==> src/inc/fbcc_params.svh <==
// Offsets, field positions, reset values and counts for the compression control block
// Included by the package user modules; definitions only
`ifndef FBCC_PARAMS_SVH
`define FBCC_PARAMS_SVH
`define FBCC_ADDR_W         20
`define FBCC_BASE_OFFSET    20'h4_3200
`define FBCC_CTL_OFFSET     20'h4_3208
`define FBCC_RESET_VALUE    32'h0000_0000
`define FBCC_BASE_MASK      32'h0FFF_F000
`define FBCC_OFS_LSB        12
`define FBCC_OFS_MSB        27
`define FBCC_EN_BIT         31
`define FBCC_PLANE_MSB      30
`define FBCC_PLANE_LSB      29
`define FBCC_FENCE_EN_BIT   28
`define FBCC_LIMIT_MSB      7
`define FBCC_LIMIT_LSB      6
`define FBCC_WM_MSB         5
`define FBCC_WM_LSB         4
`define FBCC_FENCE_NUM_MSB  3
`define FBCC_FENCE_NUM_LSB  0
`define FBCC_CTL_MASK       32'hF000_00FF
`define FBCC_CNT_W          6
`endif

==> src/inc/fbcc_pkg.sv <==
// Types shared by the compression control block
// Assumes fbcc_params.svh is on the include path
package fbcc_pkg;
  typedef enum logic [1:0] {FBCC_PLANE_FIRST, FBCC_PLANE_SECOND, FBCC_PLANE_THIRD,
                            FBCC_PLANE_RSVD} fbcc_plane_t;
  typedef enum logic [1:0] {FBCC_LIM_1TO1, FBCC_LIM_2TO1, FBCC_LIM_4TO1,
                            FBCC_LIM_RSVD} fbcc_limit_t;
  // Settings applied to the compressor
  typedef struct packed {
    logic        enable;
    fbcc_plane_t plane;
    logic        fence_en;
    fbcc_limit_t limit;
    logic [1:0]  watermark;
    logic [3:0]  fence_num;
  } fbcc_cfg_t;
  // One compressed or raw line entry from the compressor
  typedef struct packed {
    logic        valid;
    logic [1:0]  ratio;
    logic [31:0] data;
  } fbcc_entry_t;
  // A memory write request
  typedef struct packed {
    logic        valid;
    logic [15:0] offset;
    logic [31:0] data;
  } fbcc_wr_t;
endpackage

==> src/core/fbcc_writeback.sv <==
// Write-back gate: collects entries and releases them in bursts at the watermark
// Assumes the memory write path accepts one word per clock
`timescale 1ns/100ps
`include "fbcc_params.svh"
module fbcc_writeback
  import fbcc_pkg::*;
(
  input  wire logic        ref_clk,
  input  wire logic        rst_b,
  input  wire logic        active,
  input  wire logic        flush,
  input  wire logic [1:0]  watermark,
  input  wire logic [15:0] base_offset,
  input  wire fbcc_entry_t entry,
  output fbcc_wr_t         wr
);
  localparam int DEPTH = 32;
  logic [31:0]           mem [DEPTH];
  logic [`FBCC_CNT_W-1:0] count_ff;
  logic [`FBCC_CNT_W-1:0] rd_ff;
  logic                  drain_ff;
  logic [`FBCC_CNT_W-1:0] need;
  fbcc_wr_t              nxt_wr;

  // Watermark code to entry count: 4, 8, 16, 32
  assign need = `FBCC_CNT_W'(4) << watermark;

  // Store incoming entries while collecting
  always_ff @(posedge ref_clk) begin
    if (active && entry.valid && !drain_ff) begin
      mem[count_ff[4:0]] <= entry.data;
    end
  end

  // Collect, then drain a full burst
  always_ff @(posedge ref_clk) begin
    if (!rst_b || flush || !active) begin
      count_ff <= '0;
      rd_ff    <= '0;
      drain_ff <= 1'b0;
    end else if (drain_ff) begin
      if (rd_ff == count_ff - `FBCC_CNT_W'(1)) begin
        drain_ff <= 1'b0;
        count_ff <= '0;
        rd_ff    <= '0;
      end else begin
        rd_ff <= rd_ff + `FBCC_CNT_W'(1);
      end
    end else if (entry.valid) begin
      count_ff <= count_ff + `FBCC_CNT_W'(1);
      if (count_ff + `FBCC_CNT_W'(1) >= need) begin
        drain_ff <= 1'b1;
      end
    end
  end

  // Registered write request
  always_comb begin
    nxt_wr.valid  = drain_ff && active && !flush;
    nxt_wr.offset = base_offset;
    nxt_wr.data   = mem[rd_ff[4:0]];
  end
  always_ff @(posedge ref_clk) begin
    if (!rst_b) begin
      wr <= '0;
    end else begin
      wr <= nxt_wr;
    end
  end
endmodule

==> src/core/fbcc_ctrl.sv <==
// Frame buffer compression control: two registers, vblank-timed enable, write-back gating
// Assumes a simple synchronous register port and vblank start pulse from the display pipe
`timescale 1ns/100ps
`include "fbcc_params.svh"
module fbcc_ctrl
  import fbcc_pkg::*;
(
  input  wire logic                    ref_clk,
  input  wire logic                    rst_b,
  input  wire logic                    reg_wr,
  input  wire logic                    reg_rd,
  input  wire logic [`FBCC_ADDR_W-1:0] reg_addr,
  input  wire logic [31:0]             reg_wdata,
  output logic [31:0]                  reg_rdata,
  input  wire logic                    vblank_start,
  input  wire logic [2:0]              plane_pix_valid,
  input  wire logic [95:0]             plane_pix_data,
  output fbcc_cfg_t                    active_cfg,
  output logic                         compress_active,
  output fbcc_wr_t                     mem_wr
);
  typedef enum logic [1:0] {ST_OFF, ST_ON} fbcc_state_t;

  logic [31:0] base_ff;
  logic [31:0] ctl_ff;
  logic        en_req;
  fbcc_state_t state_ff;
  fbcc_entry_t entry_ff;
  fbcc_entry_t nxt_entry;
  logic        flush;
  logic [31:0] nxt_rdata;
  logic [31:0] pix;
  logic        pix_valid;
  logic [1:0]  plane_idx;
  logic        busy;
  logic        sel_base;
  logic        sel_ctl;
  logic        base_wr_ok;
  logic        ctl_wr_full;
  logic        ctl_wr_en_only;
  logic [2:0]  plane_hit;
  logic [31:0] plane_word [3];

  assign en_req = ctl_ff[`FBCC_EN_BIT];

  // Address decode; settings frozen from enable request until state is off
  assign busy           = state_ff == ST_ON || en_req;
  assign sel_base       = reg_addr == `FBCC_BASE_OFFSET;
  assign sel_ctl        = reg_addr == `FBCC_CTL_OFFSET;
  assign base_wr_ok     = reg_wr && sel_base && !busy;
  assign ctl_wr_full    = reg_wr && sel_ctl && !busy;
  assign ctl_wr_en_only = reg_wr && sel_ctl && busy;

  // Placement register; frozen while compression runs
  always_ff @(posedge ref_clk) begin
    if (!rst_b) begin
      base_ff <= `FBCC_RESET_VALUE;
    end else if (base_wr_ok) begin
      base_ff <= reg_wdata & `FBCC_BASE_MASK;
    end
  end

  // Control register; while on, only the enable bit takes a write
  always_ff @(posedge ref_clk) begin
    if (!rst_b) begin
      ctl_ff <= `FBCC_RESET_VALUE;
    end else if (ctl_wr_en_only) begin
      ctl_ff[`FBCC_EN_BIT] <= reg_wdata[`FBCC_EN_BIT];
    end else if (ctl_wr_full) begin
      ctl_ff <= reg_wdata & `FBCC_CTL_MASK;
    end
  end

  // Enable taken over only at vblank start
  always_ff @(posedge ref_clk) begin
    if (!rst_b) begin
      state_ff <= ST_OFF;
    end else if (vblank_start) begin
      unique case (state_ff)
        ST_OFF: if (en_req) state_ff <= ST_ON;
        ST_ON:  if (!en_req) state_ff <= ST_OFF;
        default: state_ff <= ST_OFF;
      endcase
    end
  end
  assign flush = vblank_start && state_ff == ST_ON && !en_req;

  // Applied settings snapshot at vblank start
  always_ff @(posedge ref_clk) begin
    if (!rst_b) begin
      active_cfg <= '0;
    end else if (vblank_start) begin
      active_cfg.enable    <= en_req;
      active_cfg.plane     <= fbcc_plane_t'(ctl_ff[`FBCC_PLANE_MSB:`FBCC_PLANE_LSB]);
      active_cfg.fence_en  <= ctl_ff[`FBCC_FENCE_EN_BIT];
      active_cfg.limit     <= fbcc_limit_t'(ctl_ff[`FBCC_LIMIT_MSB:`FBCC_LIMIT_LSB]);
      active_cfg.watermark <= ctl_ff[`FBCC_WM_MSB:`FBCC_WM_LSB];
      active_cfg.fence_num <= ctl_ff[`FBCC_FENCE_NUM_MSB:`FBCC_FENCE_NUM_LSB];
    end
  end
  assign compress_active = state_ff == ST_ON;

  // Plane source select; reserved code matches no plane
  assign plane_idx = active_cfg.plane;
  for (genvar gi = 0; gi < 3; gi++) begin : g_plane
    assign plane_hit[gi]  = plane_idx == 2'(gi);
    assign plane_word[gi] = plane_hit[gi] ? plane_pix_data[gi*32 +: 32] : 32'h0000_0000;
  end
  // One-hot merge of the selected plane
  assign pix       = plane_word[0] | plane_word[1] | plane_word[2];
  assign pix_valid = |(plane_hit & plane_pix_valid);

  // Line entry tagged with the ratio; reserved limit falls back to raw storage
  always_comb begin
    nxt_entry.valid = pix_valid && compress_active;
    nxt_entry.data  = pix;
    nxt_entry.ratio = (active_cfg.limit == FBCC_LIM_RSVD) ? 2'b00
                                                          : active_cfg.limit;
  end
  always_ff @(posedge ref_clk) begin
    if (!rst_b) begin
      entry_ff <= '0;
    end else begin
      entry_ff <= nxt_entry;
    end
  end

  // Write-back engine
  fbcc_writeback u_wb (
    .ref_clk     (ref_clk),
    .rst_b       (rst_b),
    .active      (compress_active),
    .flush       (flush),
    .watermark   (active_cfg.watermark),
    .base_offset (base_ff[`FBCC_OFS_MSB:`FBCC_OFS_LSB]),
    .entry       (entry_ff),
    .wr          (mem_wr)
  );

  // Read data, registered; unmapped reads return zero
  always_comb begin
    nxt_rdata = '0;
    if (reg_addr == `FBCC_BASE_OFFSET) begin
      nxt_rdata = base_ff;
    end else if (reg_addr == `FBCC_CTL_OFFSET) begin
      nxt_rdata = ctl_ff;
    end
  end
  always_ff @(posedge ref_clk) begin
    if (!rst_b) begin
      reg_rdata <= '0;
    end else if (reg_rd) begin
      reg_rdata <= nxt_rdata;
    end
  end
endmodule

==> config.mk <==
export PLATFORM = sky130hd
export DESIGN_NAME = fbcc_ctrl
export DESIGN_NICKNAME = d
export VERILOG_FILES = /design/src/inc/fbcc_pkg.sv /design/src/core/fbcc_writeback.sv /design/src/core/fbcc_ctrl.sv
export VERILOG_INCLUDE_DIRS = /design/src /design/src/inc
export SDC_FILE = /design/constraint.sdc
export NUM_CORES = 1
export LEC_CHECK = 0
export CAP_MARGIN = 5
export CORE_UTILIZATION = 65
export DETAILED_ROUTE_END_ITERATION = 10
export DONT_BUFFER_PORTS = 1
export PLACE_DENSITY = 0.85
export SETUP_SLACK_MARGIN = 0.1
export SKIP_LAST_GASP = 1
export SLEW_MARGIN = 30
export SYNTH_ARGS = -nofsm -noshare
export SYNTH_HDL_FRONTEND = slang
export SYNTH_SLANG_ARGS = --single-unit
==> constraint.sdc <==
create_clock -name ref_clk -period 9.18 [get_ports ref_clk]
set_input_delay 1.836 -clock ref_clk [delete_from_list [all_inputs] [get_ports ref_clk]]
set_output_delay 1.836 -clock ref_clk [all_outputs]
set_load 0.01 [all_outputs]
==> summary.md <==
| Metric | Value |
|---|---|
| Nets | `2537` |
| Final Hold Vio Count | `0` |
| Drt via density | `between 7 and 8` |
| WL final | `111.2 mm` |
| Initial Utilization | `roughly two thirds` |
| First-pass GRT wire length | `160.8 mm` |
| CTS buffer count | `110` |
| Fill cell count | `approximately 3600` |
| CP Capture Type | `flip-flop` |
| Bufs and invs on worst path | `1` |
| Core box area | `between 60000 and 70000 µm²` |
| Overall power | `0.01054 W` |
| Vias in the first global route | `approximately 24000` |
| Most common cell after layout, fill and taps aside | `edfxtp_1` |
| Initial antenna violation count | `8` |
| Crit start category | `flip-flop` |
| # DRC | `0` |
| PostCTS Resize Cnt | `0` |
| Crit Path Class | `flip-flop to flip-flop` |
| Die H | `roughly 270 µm` |
| Clock root cell | `clkbuf_16` |
| PnR worst setup slack | `around 5400 ps` |
| Mapped Area | `45570 µm²` |
| Min-delay worst type | `flip-flop to flip-flop` |
| Clk slew on worst S/H paths | `~60 ps` |
| Most frequent cells in the layout | `edfxtp_1, mux4_2, dfxtp_1` |
| Post-Syn Instances | `around 2400` |
| WP data required | `~9500 ps` |
| FF+latch count, synth | `1188` |
| RSZ-0062 raised after global routing | `false` |
| All-Layer GR Usage | `31.92%` |
| Layout cells sized above 1 | `24.59%` |
| Post-layout util | `between 70% and 80%` |
| Die area | `between 70000 and 80000 µm²` |
| Worst VDD drop | `around 160 µV` |
| Max Cap Viol | `0` |
| Vias | `about 24000` |
| Most common flop cell mapped by yosys | `edfxtp_1` |
| CTS tree | `built` |
| Final min period | `around 3700 ps` |
| Clk Latency, worst-skew pair | `a little over 700 ps` |
| Post-Place Setup Slack | `~5300 ps` |
| Post-synth cell types | `53` |
| PortBufs | `0` |
| Core Rows | `96` |
| Max-slew violation count | `0` |
| Final RePlAce weighted congestion | `0.7983` |
| Final Setup Violations | `0` |
| Arr. time, crit path | `4060 ps` |
| Slowest library cell on the worst path | `nor2_4` |
| Area delta synth->final | `10.31%` |
| WL per Instance | `between 30 and 40 µm` |
| Async set-reset flop share out of synthesis | `0%` |
| Critical path, cell by cell | `nor2b_1 > nand3_1 > nor2_4 > buf_4` |
| Postcts setup bufs | `0` |
| Maximum clock frequency | `267.8 MHz` |
| Post-DRT Antenna Nets | `0` |
| Hold_buf cts | `0` |
| H-tree Lvls | `3` |
| Die X | `between 200 and 300 µm` |
| Max Clock Skew | `around 34 ps` |
| Delay-heaviest family, CP | `simple AND/OR/NAND/NOR gates` |
| Area occupied by multi-input gates | `approximately 11000 µm²` |
| Max FO, Critical Path | `22` |
| Worst Tran Pin Value | `1029 ps` |
| Yosys warning count | `0` |
| Post-synthesis sequential area ratio | `~75%` |
| Total negative slack | `0 ps` |
| TritonCTS Sinks | `1188` |
| Slew headroom | `approximately a third` |
| Cell leakage power | `about 14 nW` |
| Final period utilization | `around two fifths` |
| Outcome | `completed` |
| DRC violation total after the first TritonRoute iteration | `approximately 3000` |
| Largest net degree at the start of global routing | `163` |
| Min Hold Slack | `between 400 and 500 ps` |
| Syn_area_per_cell | `19.28 µm²` |
| Sequential cell area | `approximately 34000 µm²` |
| PwrDens | `between 200 and 250 nW/µm²` |
| HPWL after DPL | `55.23 mm` |
| Clock Path Buffers | `3` |
| EDFF count, synth | `about 1000` |
| Pre-Repair DR Iteration Count | `8` |
| Top-level port count | `250` |
| Remaining global-route overflow | `0` |
| CP peak stage delay | `about 970 ps` |
-- flip-flops by register name, indices dropped and copies added (netlist names) --
register and cells:
u_wb.mem 1024, base_ff 16, ctl_ff 12, u_wb.drain_ff 1
active_cfg 10, state_ff 1, plane_idx 2, entry_ff 33
u_wb.count_ff 6, reg_rdata 28, u_wb.wr 49, u_wb.rd_ff 6
-- per-layer routing --
layer / vias up / wire [µm] / track usage [%] / share of wire [%]
li1: 9532 / - / - / -
met1: 12130 / 38520 / 40.85 / 35
met2: 1902 / 55670 / 52.97 / 50
met3: 343 / 12230 / 7.325 / 11
met4: 4 / 4752 / 13.76 / 4.3
met5: - / 26 / 0 / 0.023
-- power breakdown --
part	total (W)	internal, W	switching (W)
clock	0.00456	0.00254	0.00201
combinational	0.0000488	0.0000219	0.0000269
sequential	0.00593	0.00586	0.0000652
total	0.0105	0.00843	0.00211
-- layout make-up --
type,count,area share [%]
clock buffer,168,6.249
tap,931,2.317
multi-input combinational,1000,21.77
sequential,1188,67.78
inverter,22,0.1643
timing repair buffer,49,0.8686
antenna,2,0.009955
clock inverter,41,0.8462
-- through the flow --
stage               instances  area, µm²
global route             3399      50270
detailed placement       3188      46630
finish                   3401      50270
global placement         3186      46580
floorplan                2367      45590
CTS                      3397      50190
-- kinds of logic (layout without fill, tap and decap cells) --
| group | after synthesis | after routing | share of synthesized area (%) |
|---|---|---|---|
| other cells | 1 | 6 | 0.008228 |
| xor+xnor | 17 | 17 | 0.3267 |
| buf+inv | 179 | 280 | 1.933 |
| fa+ha+maj | 10 | 10 | 0.2745 |
| compound gates | 248 | 248 | 3.596 |
| simple gates | 355 | 355 | 3.945 |
| mux | 366 | 366 | 15.24 |
| flops | 1188 | 1188 | 74.67 |
-- path summary, 6_finish.rpt --
kind                                     from                to  slack (ps)  cells after the start
worst max-delay path            u_wb.drain_ff  u_wb.mem[27][27]        5450                      4
worst min-delay path              base_ff[15]       u_wb.wr[35]         460                      2
worst max register to register  u_wb.drain_ff  u_wb.mem[27][27]        5450                      4
worst min register to register    base_ff[15]       u_wb.wr[35]         460                      2
-- worst min-delay path, stage by stage (launching register included) --
cell and delay, ps:
dfxtp_1 310, nand2_1 70, inv_1 40
-- cell usage after synthesis, types with 22 or more instances --
library cell	instances	area share [%]
edfxtp_1	1024	67
mux4_2	256	13
dfxtp_1	164	7.2
clkbuf_1	88	0.72
nand3_1	74	0.81
nand2_1	71	0.58
nor2_1	70	0.58
o22ai_1	67	0.92
mux2_2	64	1.6
o21ai_0	60	0.66
mux2i_1	46	1.0
nor3_1	35	0.38
buf_2	34	0.37
and2_1	33	0.45
o31ai_1	33	0.54
a211o_1	32	0.61
nand2b_1	32	0.44
inv_1	22	0.18
Power figures use the tool's default switching activity.
